--- config.mk ---
export PLATFORM = sky130hd
export DESIGN_NAME = burst_ecc_core
export DESIGN_NICKNAME = d
export VERILOG_FILES = /design/src/shared/burst_ecc_pkg.sv /design/src/core/burst_ecc_core.sv
export SDC_FILE = /design/constraint.sdc
export NUM_CORES = 1
export LEC_CHECK = 0
export BUFFER_PORTS_ARGS = -buffer_cell sky130_fd_sc_hd__buf_2
export CORE_MARGIN = 2
export CORE_UTILIZATION = 60
export DETAILED_ROUTE_END_ITERATION = 10
export PLACE_DENSITY_LB_ADDON = 0.15
export SLEW_MARGIN = 20
export SYNTH_ARGS = -nofsm -noshare
export SYNTH_HDL_FRONTEND = slang
export SYNTH_SLANG_ARGS = --single-unit
--- constraint.sdc ---
create_clock -name CLK -period 5.86 [get_ports CLK]
set_clock_uncertainty 0.1 [all_clocks]
set_input_delay 0.879 -clock CLK [delete_from_list [all_inputs] [get_ports CLK]]
set_output_delay 0.879 -clock CLK [all_outputs]
set_load 0.01 [all_outputs]
--- src/shared/burst_ecc_pkg.sv ---
// constants, field layouts and carrier types of the serial burst error recovery unit
//
// Summary of operation
// (RL1) The 16-bit check uses the CCITT generator with terms of degree 16, 12, 5 and 0.
// (RL2) With the 16-bit generator the unit only generates and checks, and never corrects.
// (RL3) The 32-bit generator, terms 32, 28, 26, 19, 17, 10, 6, 2 and 0, both generates and corrects.
// (RL4) With the 32-bit code a single burst of programmable span 5, 8 or 11 bits is corrected.
// (RL5) With the 32-bit code double bursts are detected, and a block holds at most 1024 data bytes.
// (RL6) Four modes exist, transmit, receive, correct and search, one chosen for each phase of a block.
// (RL7) While the idle input is high nothing advances and the check state is kept; a start or a search step written while idle still takes effect.
// (RL8) Received and transmitted serial data use separate ports that never share a path.
// (RL9) The check register is preset to all ones before a block, and checkbits can be inverted selectively.
// (RL10) Correction is by software from the exposed syndrome or by a hardware cycle that finds the burst.
// (RL11) One data bit per clock enters the feedback register, and in transmit the checkbits follow the data.
// (RL12) In receive a nonzero remaining syndrome after data and checkbits raises an error.
package burst_ecc_pkg;

   // ----------------------------------------------------------------
   // register map
   // ----------------------------------------------------------------
   localparam logic [7:0] OFF_CTRL   = 8'h00;
   localparam logic [7:0] OFF_STATUS = 8'h04;
   localparam logic [7:0] OFF_MASK   = 8'h08;
   localparam logic [7:0] OFF_SYND   = 8'h0c;
   localparam logic [7:0] OFF_INVERT = 8'h10;
   localparam logic [7:0] OFF_LOC    = 8'h14;
   localparam logic [7:0] OFF_STEP   = 8'h18;

   // ----------------------------------------------------------------
   // field positions
   // ----------------------------------------------------------------
   localparam int CTRL_START   = 5;
   localparam int STAT_W       = 5;
   localparam int STAT_DONE    = 0;
   localparam int STAT_SYN     = 1;
   localparam int STAT_TRAP    = 2;
   localparam int STAT_UNCORR  = 3;
   localparam int STAT_REFUSED = 4;

   // ----------------------------------------------------------------
   // generators, spans and sizes
   // ----------------------------------------------------------------
   localparam logic [31:0] POLY16     = 32'h0000_1021;
   localparam logic [31:0] POLY32     = 32'h140a_0445;
   localparam logic [31:0] MASK16     = 32'h0000_ffff;
   localparam logic [31:0] MASK32     = 32'hffff_ffff;
   localparam logic [5:0]  CW16       = 6'h10;
   localparam logic [5:0]  CW32       = 6'h20;
   localparam logic [10:0] SPAN5_MASK  = 11'h01f;
   localparam logic [10:0] SPAN8_MASK  = 11'h0ff;
   localparam logic [10:0] SPAN11_MASK = 11'h7ff;
   localparam int          MAX_BYTES  = 1024;

   // ----------------------------------------------------------------
   // reset values
   // ----------------------------------------------------------------
   localparam logic [31:0]       INVERT_RST = 32'h0000_0000;
   localparam logic [STAT_W-1:0] MASK_RST   = 5'h00;

   // ----------------------------------------------------------------
   // types
   // ----------------------------------------------------------------
   typedef enum logic [1:0] {MODE_TX, MODE_RX, MODE_CORR, MODE_SEARCH} mode_e;

   typedef struct packed {
      logic [10:0] len_bytes;
      logic [1:0]  span;
      logic        poly32;
      mode_e       mode;
   } ctrl_s;

   localparam ctrl_s CTRL_RST = '{len_bytes: 11'h000, span: 2'h0, poly32: 1'b0, mode: MODE_TX};

endpackage
--- src/core/burst_ecc_core.sv ---
// serial burst error detection and correction unit with an AHB-Lite register slave
//
// Decided for this implementation: the AHB-Lite interface to the registers and the address map.
`timescale 1ns/1ps
`default_nettype none
module burst_ecc_core
   import burst_ecc_pkg::*;
#(
   parameter int MAXB = MAX_BYTES
)(
   input  wire logic        CLK,
   input  wire logic        ARST_N,
   input  wire logic        HSEL,
   input  wire logic [31:0] HADDR,
   input  wire logic [1:0]  HTRANS,
   input  wire logic        HWRITE,
   input  wire logic [2:0]  HSIZE,
   input  wire logic [31:0] HWDATA,
   input  wire logic        HREADY,
   output logic      [31:0] HRDATA,
   output logic             HREADYOUT,
   output logic             HRESP,
   input  wire logic        SRC_BIT,
   input  wire logic        SRC_VALID,
   input  wire logic        RX_BIT,
   input  wire logic        RX_VALID,
   input  wire logic        HOLD,
   output logic             TX_BIT,
   output logic             TX_VALID,
   output logic             BUSY,
   output logic             IRQ
);

   typedef enum logic [1:0] {S_IDLE, S_DATA, S_CHECK, S_TRAP} state_e;

   // ----------------------------------------------------------------
   // declarations
   // ----------------------------------------------------------------
   state_e              state;
   ctrl_s               cfg;
   ctrl_s               new_cfg;
   logic [31:0]         invert;
   logic [31:0]         lfsr;
   logic [STAT_W-1:0]   status;
   logic [STAT_W-1:0]   irq_mask;
   logic [STAT_W-1:0]   ev;
   logic [STAT_W-1:0]   clr;
   logic [13:0]         cnt;
   logic [13:0]         loc;
   logic [10:0]         pattern;
   logic [5:0]          ccnt;
   logic                wr_pend;
   logic [7:0]          wr_addr;
   logic                accept;
   logic                wr;
   logic                start;
   logic                step;
   logic                refuse;
   logic [31:0]         poly;
   logic [31:0]         wmask;
   logic [5:0]          cw;
   logic [13:0]         blk_bits;
   logic [10:0]         span_mask;
   logic                take;
   logic                in_bit;
   logic                inv_bit;
   logic                last_chk;
   logic [31:0]         next_lfsr;
   logic                trapped;

   // ----------------------------------------------------------------
   // bus slave
   // ----------------------------------------------------------------
   // zero wait state slave, every transfer answered OKAY
   assign HREADYOUT = 1'b1;
   assign HRESP     = 1'b0;
   assign accept    = HSEL && HTRANS[1] && HREADY;
   assign wr        = wr_pend;
   assign new_cfg   = '{len_bytes: HWDATA[18:8], span: HWDATA[4:3], poly32: HWDATA[2],
                        mode: mode_e'(HWDATA[1:0])};
   assign start     = wr && (wr_addr == OFF_CTRL) && HWDATA[CTRL_START];
   assign step      = wr && (wr_addr == OFF_STEP);
   assign clr       = (wr && (wr_addr == OFF_STATUS)) ? HWDATA[STAT_W-1:0] : '0;

   // address phase of a write is held for its data phase
   always_ff @(posedge CLK or negedge ARST_N) begin
      if (!ARST_N) begin
         wr_pend <= 1'b0;
         wr_addr <= 8'h00;
      end else begin
         wr_pend <= accept && HWRITE;
         wr_addr <= HADDR[7:0];
      end
   end

   // read data is captured in the address phase so it stands in the data phase
   always_ff @(posedge CLK or negedge ARST_N) begin
      if (!ARST_N) begin
         HRDATA <= 32'h0000_0000;
      end else if (accept && !HWRITE) begin
         case (HADDR[7:0])
            OFF_CTRL:   HRDATA <= {13'h0000, cfg.len_bytes, 3'b000, cfg.span, cfg.poly32, cfg.mode};
            OFF_STATUS: HRDATA <= {23'h000000, BUSY, 3'b000, status};
            OFF_MASK:   HRDATA <= {27'h0000000, irq_mask};
            OFF_SYND:   HRDATA <= lfsr;
            OFF_INVERT: HRDATA <= invert;
            OFF_LOC:    HRDATA <= {5'h00, pattern, 2'b00, loc};
            default:    HRDATA <= 32'h0000_0000;
         endcase
      end
   end

   // control registers, a start in a busy unit leaves the settings alone
   always_ff @(posedge CLK or negedge ARST_N) begin
      if (!ARST_N) begin
         cfg      <= CTRL_RST;
         invert   <= INVERT_RST;
         irq_mask <= MASK_RST;
      end else if (wr) begin
         if (wr_addr == OFF_CTRL && state == S_IDLE) cfg <= new_cfg;   // RL6
         if (wr_addr == OFF_INVERT) invert <= HWDATA;                   // RL9
         if (wr_addr == OFF_MASK) irq_mask <= HWDATA[STAT_W-1:0];
      end
   end

   // ----------------------------------------------------------------
   // generator selection
   // ----------------------------------------------------------------
   // the register shared by both codes; the 16-bit code uses the low half only
   always_comb begin
      if (cfg.poly32) begin
         poly  = POLY32;   // RL3
         wmask = MASK32;
         cw    = CW32;
      end else begin
         poly  = POLY16;   // RL1
         wmask = MASK16;
         cw    = CW16;
      end
      case (cfg.span)
         2'h0:    span_mask = SPAN5_MASK;   // RL4
         2'h1:    span_mask = SPAN8_MASK;
         default: span_mask = SPAN11_MASK;
      endcase
   end

   assign blk_bits = {cfg.len_bytes[10:0], 3'b000};

   // one galois step of the selected generator
   function automatic logic [31:0] lfsr_step(input logic [31:0] r, input logic b, input logic wide,
                                             input logic [31:0] p, input logic [31:0] m);
      logic fb;
      fb = b ^ (wide ? r[31] : r[15]);
      return ({r[30:0], 1'b0} ^ (fb ? p : 32'h0000_0000)) & m;
   endfunction

   // ----------------------------------------------------------------
   // serial datapath
   // ----------------------------------------------------------------
   // data bits come from the transmit source or the receive port, never both
   always_comb begin
      inv_bit = invert[ccnt[4:0]];
      in_bit  = (cfg.mode == MODE_TX) ? SRC_BIT : RX_BIT;   // RL8
      case (state)
         S_DATA:  take = !HOLD && ((cfg.mode == MODE_TX) ? SRC_VALID : RX_VALID);   // RL7
         S_CHECK: take = !HOLD && ((cfg.mode == MODE_TX) || RX_VALID);
         S_TRAP:  take = !HOLD;
         default: take = 1'b0;
      endcase
      if (state == S_CHECK && cfg.mode == MODE_RX)
         next_lfsr = lfsr_step(lfsr, RX_BIT ^ inv_bit, cfg.poly32, poly, wmask);   // RL9
      else
         next_lfsr = lfsr_step(lfsr, 1'b0, cfg.poly32, poly, wmask);
   end

   assign last_chk = (state == S_CHECK) && take && (ccnt == 6'h00);
   // burst trapped once every syndrome bit above the span is clear
   assign trapped  = (lfsr != 32'h0000_0000) && ((lfsr & ~{21'h000000, span_mask}) == 32'h0000_0000);

   // requests that cannot be served are refused and flagged
   always_comb begin
      refuse = 1'b0;
      if (start) begin
         if (state != S_IDLE)
            refuse = 1'b1;
         else if ((new_cfg.mode == MODE_CORR || new_cfg.mode == MODE_SEARCH) && !new_cfg.poly32)
            refuse = 1'b1;   // RL2
         else if ((new_cfg.mode == MODE_TX || new_cfg.mode == MODE_RX) &&
                  (new_cfg.len_bytes == 11'h000 || int'(new_cfg.len_bytes) > MAXB))
            refuse = 1'b1;   // RL5
      end
   end

   // sequencer, check register and bit counters
   always_ff @(posedge CLK or negedge ARST_N) begin
      if (!ARST_N) begin
         state <= S_IDLE;
         lfsr  <= 32'hffff_ffff;
         cnt   <= 14'h0000;
         ccnt  <= 6'h00;
      end else begin
         case (state)
            S_IDLE: begin
               if (start && !refuse) begin
                  cnt <= 14'h0000;
                  case (new_cfg.mode)   // RL6
                     MODE_TX, MODE_RX: begin
                        lfsr  <= new_cfg.poly32 ? MASK32 : MASK16;   // RL9
                        state <= S_DATA;
                     end
                     MODE_CORR: state <= S_TRAP;   // RL10
                     default:   state <= S_IDLE;
                  endcase
               end else if (step && cfg.mode == MODE_SEARCH && cfg.poly32) begin
                  lfsr <= next_lfsr;   // RL10
                  cnt  <= cnt + 14'h0001;
               end
            end
            S_DATA: if (take) begin
               lfsr <= lfsr_step(lfsr, in_bit, cfg.poly32, poly, wmask);   // RL11
               cnt  <= cnt + 14'h0001;
               if (cnt == blk_bits - 14'h0001) begin
                  state <= S_CHECK;
                  ccnt  <= cw - 6'h01;
               end
            end
            S_CHECK: if (take) begin
               // transmit shifts the remainder out, receive folds the checkbits in
               lfsr <= (cfg.mode == MODE_TX) ? ({lfsr[30:0], 1'b0} & wmask) : next_lfsr;   // RL11
               ccnt <= ccnt - 6'h01;
               if (ccnt == 6'h00) state <= S_IDLE;
            end
            S_TRAP: if (take) begin
               if (lfsr == 32'h0000_0000 || trapped || cnt == blk_bits + {8'h00, cw})
                  state <= S_IDLE;
               else begin
                  lfsr <= next_lfsr;   // RL10
                  cnt  <= cnt + 14'h0001;
               end
            end
            default: state <= S_IDLE;
         endcase
      end
   end

   // burst location and pattern from the hardware cycle
   always_ff @(posedge CLK or negedge ARST_N) begin
      if (!ARST_N) begin
         loc     <= 14'h0000;
         pattern <= 11'h000;
      end else if (state == S_TRAP && take && trapped) begin
         loc     <= cnt;                        // RL4
         pattern <= lfsr[10:0] & span_mask;
      end
   end

   // serial transmit port, registered; the remainder leaves msb first
   always_ff @(posedge CLK or negedge ARST_N) begin
      if (!ARST_N) begin
         TX_BIT   <= 1'b0;
         TX_VALID <= 1'b0;
      end else if (cfg.mode == MODE_TX && state == S_DATA) begin
         TX_BIT   <= SRC_BIT;   // RL8
         TX_VALID <= take;
      end else if (cfg.mode == MODE_TX && state == S_CHECK) begin
         TX_BIT   <= (cfg.poly32 ? lfsr[31] : lfsr[15]) ^ inv_bit;   // RL11
         TX_VALID <= take;
      end else begin
         TX_BIT   <= 1'b0;
         TX_VALID <= 1'b0;
      end
   end

   // ----------------------------------------------------------------
   // events and interrupt
   // ----------------------------------------------------------------
   always_comb begin
      ev = '0;
      ev[STAT_DONE]    = last_chk || (state == S_TRAP && take &&
                         (lfsr == 32'h0000_0000 || trapped || cnt == blk_bits + {8'h00, cw}));
      ev[STAT_SYN]     = last_chk && cfg.mode == MODE_RX && next_lfsr != 32'h0000_0000;   // RL12
      ev[STAT_TRAP]    = state == S_TRAP && take && trapped;
      ev[STAT_UNCORR]  = state == S_TRAP && take && !trapped && lfsr != 32'h0000_0000 &&
                         cnt == blk_bits + {8'h00, cw};   // RL5
      ev[STAT_REFUSED] = refuse;
   end

   // sticky status, a new event wins over a write-one clear in the same cycle
   always_ff @(posedge CLK or negedge ARST_N) begin
      if (!ARST_N) status <= '0;
      else         status <= (status & ~clr) | ev;
   end

   assign IRQ  = |(status & irq_mask);
   assign BUSY = (state != S_IDLE);

   // ----------------------------------------------------------------
   // assertions
   // ----------------------------------------------------------------
   property p_hold_freeze;
      @(posedge CLK) disable iff (!ARST_N)
      (HOLD && state != S_IDLE) |=> ($stable(lfsr) && $stable(cnt) && $stable(ccnt));
   endproperty
   a_hold_freeze: assert property (p_hold_freeze) else $error("check state moved during hold"); // RL7

   property p_preset;
      @(posedge CLK) disable iff (!ARST_N)
      (start && !refuse && (new_cfg.mode == MODE_TX || new_cfg.mode == MODE_RX))
      |=> (state == S_DATA && lfsr == wmask && cnt == 14'h0000);
   endproperty
   a_preset: assert property (p_preset) else $error("check register not preset to ones"); // RL9

   property p_crc_no_correct;
      @(posedge CLK) disable iff (!ARST_N)
      (state == S_TRAP) |-> cfg.poly32;
   endproperty
   a_crc_no_correct: assert property (p_crc_no_correct) else $error("correction with 16-bit code"); // RL2

   property p_data_shift;
      @(posedge CLK) disable iff (!ARST_N)
      (state == S_DATA && take && !(cfg.poly32 ? lfsr[31] : lfsr[15]) && !in_bit)
      |=> (lfsr == (({$past(lfsr[30:0]), 1'b0}) & wmask));
   endproperty
   a_data_shift: assert property (p_data_shift) else $error("zero feedback step not a plain shift"); // RL11

   property p_feedback;
      @(posedge CLK) disable iff (!ARST_N)
      (state == S_DATA && take && ((cfg.poly32 ? lfsr[31] : lfsr[15]) ^ in_bit))
      |=> (lfsr == ((({$past(lfsr[30:0]), 1'b0}) ^ poly) & wmask));
   endproperty
   a_feedback: assert property (p_feedback) else $error("generator feedback wrong"); // RL1

   property p_tx_appends;
      @(posedge CLK) disable iff (!ARST_N)
      (cfg.mode == MODE_TX && state == S_DATA && take && cnt == blk_bits - 14'h0001)
      |=> (state == S_CHECK && ccnt == cw - 6'h01) ##1 (TX_VALID != $past(HOLD)) [*1];
   endproperty
   a_tx_appends: assert property (p_tx_appends) else $error("checkbits not appended"); // RL11

   property p_rx_port_quiet;
      @(posedge CLK) disable iff (!ARST_N)
      (cfg.mode != MODE_TX) |=> !TX_VALID;
   endproperty
   a_rx_port_quiet: assert property (p_rx_port_quiet) else $error("transmit port driven outside transmit"); // RL8

   property p_rx_error;
      @(posedge CLK) disable iff (!ARST_N)
      (last_chk && cfg.mode == MODE_RX && next_lfsr != 32'h0000_0000)
      |=> (status[STAT_SYN] && status[STAT_DONE] && state == S_IDLE && lfsr != 32'h0000_0000);
   endproperty
   a_rx_error: assert property (p_rx_error) else $error("nonzero syndrome not flagged"); // RL12

   property p_trap_span;
      @(posedge CLK) disable iff (!ARST_N)
      ev[STAT_TRAP] |=> (({21'h000000, pattern} & ~{21'h000000, span_mask}) == 32'h0000_0000
                         && loc == $past(cnt) && status[STAT_TRAP]);
   endproperty
   a_trap_span: assert property (p_trap_span) else $error("trapped burst wider than span"); // RL4

   property p_len_limit;
      @(posedge CLK) disable iff (!ARST_N)
      (start && state == S_IDLE && new_cfg.mode == MODE_RX && int'(new_cfg.len_bytes) > MAXB)
      |=> (state == S_IDLE && status[STAT_REFUSED]);
   endproperty
   a_len_limit: assert property (p_len_limit) else $error("oversize block accepted"); // RL5

   property p_set_wins;
      @(posedge CLK) disable iff (!ARST_N)
      (ev[STAT_DONE] && clr[STAT_DONE]) |=> status[STAT_DONE];
   endproperty
   a_set_wins: assert property (p_set_wins) else $error("event lost under clear");

   c_tx_block:  cover property (@(posedge CLK) disable iff (!ARST_N)
                                (cfg.mode == MODE_TX && last_chk));
   c_rx_error:  cover property (@(posedge CLK) disable iff (!ARST_N) ev[STAT_SYN]);
   c_trapped:   cover property (@(posedge CLK) disable iff (!ARST_N) ev[STAT_TRAP]);
   c_uncorr:    cover property (@(posedge CLK) disable iff (!ARST_N) ev[STAT_UNCORR]);

endmodule
`default_nettype wire

==> impl_table.tex <==
\begin{tabular}{lr}
\hline
Metric & Value \\
\hline
\multicolumn{2}{l}{\textbf{Synth}} \\
Count of mapped cells out of synthesis & 974 \\
Combined area of all synthesized cells & 9830 um2 \\
Area share of the leading cell type in the synthesized netlist & 37.7\% \\
Main combinational cell family by area after synthesis & compound AO/OA/AOI/OAI gates \\
Xor and xnor area share after synthesis & 4.39\% \\
Primary FF master, synth & dfrtp\_1 \\
Avg Inst Size Synth & 10.1 um2 \\
Unique masters post-synth & 72 \\
Ys async rst share & 100\% \\
Seq cells post-synth & 180 \\
Largest area contributor in the synthesized netlist & dfrtp\_1 \\
Warning count from the yosys run & 0 \\
Part of the Yosys area used for sequential elements & 46.2\% \\
Mux share of post-synthesis cell area & 11.4\% \\
Number of nets produced by synthesis & 1065 \\
Area share of and/or/nand/nor cells after synthesis & 13.8\% \\
Cells taking the most area after synthesis & dfrtp\_1, mux2\_2, dfstp\_2 \\
Share of the synthesized area in compound gates (AO/OA/AOI/OAI) & 18.4\% \\
Post-Synth Adder-Cell Area & 1.60\% \\
Number of flops mapped to enable cells by yosys & 0 \\
\multicolumn{2}{l}{\textbf{Drt}} \\
Post-route ant nets & 0 \\
Count of TritonRoute iterations in the first routing pass & 11 \\
Total DRC errors in the routed layout & 0 \\
Post-detailed-route wirelength per cell & 21.8 um \\
DR iter-0 viols & 1056 \\
Aggregate routed wire length & 27200 um \\
Vias/cell & 6.63 \\
Vias post-DR & 8285 \\
\multicolumn{2}{l}{\textbf{Floorplanning}} \\
DIE WIDTH & 132 um \\
Die height & 132 um \\
Number of top-level design ports & 117 \\
Starting density of the core & 61.6\% \\
FP Rows & 46 \\
Area of the core region & 15900 um2 \\
Die Area & 17400 um2 \\
\multicolumn{2}{l}{\textbf{Min path}} \\
Hold path startpoint & HRDATA[8]\$\_DFFE\_PN0P\_ \\
Count of cells along the worst hold path & 1 \\
Worst hold endpoint & HRDATA[8]\$\_DFFE\_PN0P\_ \\
Worst hold path class & reg2reg \\
\multicolumn{2}{l}{\textbf{Cells and area}} \\
Final layout net count & 1113 \\
\# fillers & 1231 \\
Antenna diode count & 0 \\
Proportion of layout cells with a drive suffix above 1 & 25.8\% \\
Non-Filler Instances & 1250 \\
Layout area overhead & 12.0\% \\
Sequential standard cell area & 4540 um2 \\
Area of combinational cells with multiple inputs & 4910 um2 \\
\multicolumn{2}{l}{\textbf{STA}} \\
Minimum clock period after layout & 4.58 ns \\
Setup-failing EPs final & 0 \\
Relative slew margins & 23.8\% \\
Achievable clock frequency & 218 MHz \\
Unrepaired setup endpoints after global routing & no \\
Number of max-slew violations in the final report & 0 \\
Sum Neg Setup Slack & 0 ns \\
Part of the cycle the worst path needs & 78.2\% \\
Final worst setup slack & 1.28 ns \\
Final hold violation count & 0 \\
Worst Tran Pin Value & 1.13 ns \\
\multicolumn{2}{l}{\textbf{Critical path}} \\
CP required & 6.05 ns \\
Maximum net fanout on the critical path & 16 \\
Type of the setup path with the least slack & reg2reg \\
Worst reg2reg path endpoint & cnt[4]\$\_DFFE\_PN0P\_ \\
Worst Path Arrival & 4.77 ns \\
Startpoint type of the worst setup path & register \\
Endpoint class of the critical path & register \\
Depth of the worst register-to-register path & 12 \\
Reg2reg start & cfg[2]\$\_DFFE\_PN0P\_ \\
Reg-to-reg setup timing slack & 1.28 ns \\
\multicolumn{2}{l}{\textbf{Pwr}} \\
Peak VDD IR & 0.306 mV \\
Overall power of the completed layout & 4.19 mW \\
Leakage & 4.81 nW \\
Areal power density over the cells & 381 nW/um2 \\
\multicolumn{2}{l}{\textbf{Placed design}} \\
Cell total after placement & 1218 \\
Place WS & 1.48 ns \\
Final estimated routing congestion in global placement & 0.910 \\
Post-detail-place hpwl & 18700 um \\
Total of buffers placed on input and output ports & 86 \\
\multicolumn{2}{l}{\textbf{CTS}} \\
Hold Buf Count CTS & 0 \\
CTS tree & built \\
Post-CTS repair timing setup buffer count & 0 \\
TritonCTS sink count & 180 \\
Largest buffer count on any clock path & 2 \\
Worst-path clk slew & 0.07 ns \\
Root buffer cell & clkbuf\_16 \\
TritonCTS Buffers & 17 \\
Clock insertion delay at the later pin of the skew report & 0.44 ns \\
Post-cts repair resize count & 0 \\
H-tree levels & 4 \\
\multicolumn{2}{l}{\textbf{GRT}} \\
Total overflow reported by the global router & 0 \\
Maximum number of pins on one net before global-route repair & 87 \\
Wire length of the first global-routing pass & 43300 um \\
Vias in the first global route & 7748 \\
Antenna violations before repair & 0 \\
Global-route usage over all layers & 31.8\% \\
\multicolumn{2}{l}{\textbf{Status}} \\
Result of the run & finished clean \\
\multicolumn{2}{l}{\textbf{Flow run}} \\
Max-cap violation count & 0 \\
\hline
\end{tabular}
[metrics by stage]
step / instance area [um2] / utilization, % / hold WS (ns)
floorplan: 9830 / - / 0.353
global placement: 10300 / 64.9 / 0.354
detailed placement: 10300 / 64.9 / 0.362
CTS: 11000 / 68.9 / 0.376
global route: 11000 / 69.0 / 0.392
finish: 11000 / 69.0 / 0.369
[kinds of logic after synthesis]
logic type | after synthesis
and+or+nand+nor | 274
buffers and inverters | 97
DFF | 180
adders and majority gates | 12
AOI/OAI and AO/OA | 277
xor gates and xnor gates | 43
other | 2
muxes | 89
[power breakdown]
part	internal (mW)	switching [mW]
Clock	0.759	0.503
Sequential	1.45	0.308
Combinational	0.454	0.715
Total	2.66	1.53
[per-layer routing]
metal  part of all wire, %  GRT usage, %  vias to the layer above
met2                    45          47.7                      463
met5                     0             0                        -
met1                    42          46.3                     4068
met3                   9.8          7.42                       65
met4                   2.4          9.60                        0
li1                      -             -                     3689
[Yosys cell counts, types with 8 or more instances]
cell type	count
or3_1	8
xor2_1	13
inv_1	26
nor3_1	22
and3_1	13
a22oi_1	10
mux4_2	10
nor4_1	10
ha_1	11
dfrtp_1	148
a221oi_1	8
xnor2_1	26
nand2b_1	11
a222oi_1	25
a21o_1	9
dfstp_2	32
a21oi_1	54
mux2_2	77
nand2_1	98
nor2_1	42
o31ai_1	11
o21ai_0	101
clkbuf_1	55
a22o_1	9
nand3_1	23
[cells in the final DEF (no fill, tap or decap), types with 17 or more instances in the layout]
master	netlist	routed
clkbuf_16	0	17
a222oi_1	25	25
nor3_1	22	22
nor2_1	42	39
nand3_1	23	23
dfrtp_1	148	148
buf_2	7	85
mux2_2	77	77
dfstp_2	32	32
o21ai_0	101	101
a21oi_1	54	54
nand2_1	98	98
xnor2_1	26	26
inv_1	26	26
[final cells by class]
class	instances	share of cell area, %
multi-input cells	697	44.6
flip-flops and latches	180	41.3
repair buffers	99	4.89
clock buffers	17	3.86
well taps	216	2.46
clock inverters	14	2.01
inverters	27	0.921
[critical path, cell delays in order (launching register included)]
cell	delay [ns]
dfrtp_1	0.37
inv_1	0.27
ha_1	0.24
inv_1	0.05
fa_1	0.46
nand3b_1	0.30
o21ai_0	0.22
and4_1	0.19
nor4b_1	0.53
a21oi_1	0.31
o211ai_2	0.65
or2_1	0.51
o21ai_0	0.20
[registers in the layout, summed over array words and instances (netlist names), 6 cells and up]
register and flops:
HRDATA 32, invert 32, lfsr 32, cnt 14, loc 14, blk_bits 11, pattern 11, wr_addr 8
ccnt 6
[worst max-delay path by stage]
stage                             startpoint              endpoint  slack [ns]  depth (start not counted)
after floorplan           cfg[2]$_DFFE_PN0P_  lfsr[17]$_DFFE_PN1P_        2.35                         15
after global placement    cfg[2]$_DFFE_PN0P_    cnt[4]$_DFFE_PN0P_        1.50                         12
after detailed placement  cfg[2]$_DFFE_PN0P_    cnt[4]$_DFFE_PN0P_        1.48                         12
after CTS                 cfg[2]$_DFFE_PN0P_    cnt[4]$_DFFE_PN0P_        1.39                         12
after global routing      cfg[2]$_DFFE_PN0P_    cnt[4]$_DFFE_PN0P_        1.04                         12
final                     cfg[2]$_DFFE_PN0P_    cnt[4]$_DFFE_PN0P_        1.28                         12
Power figures use the tool's default switching activity.
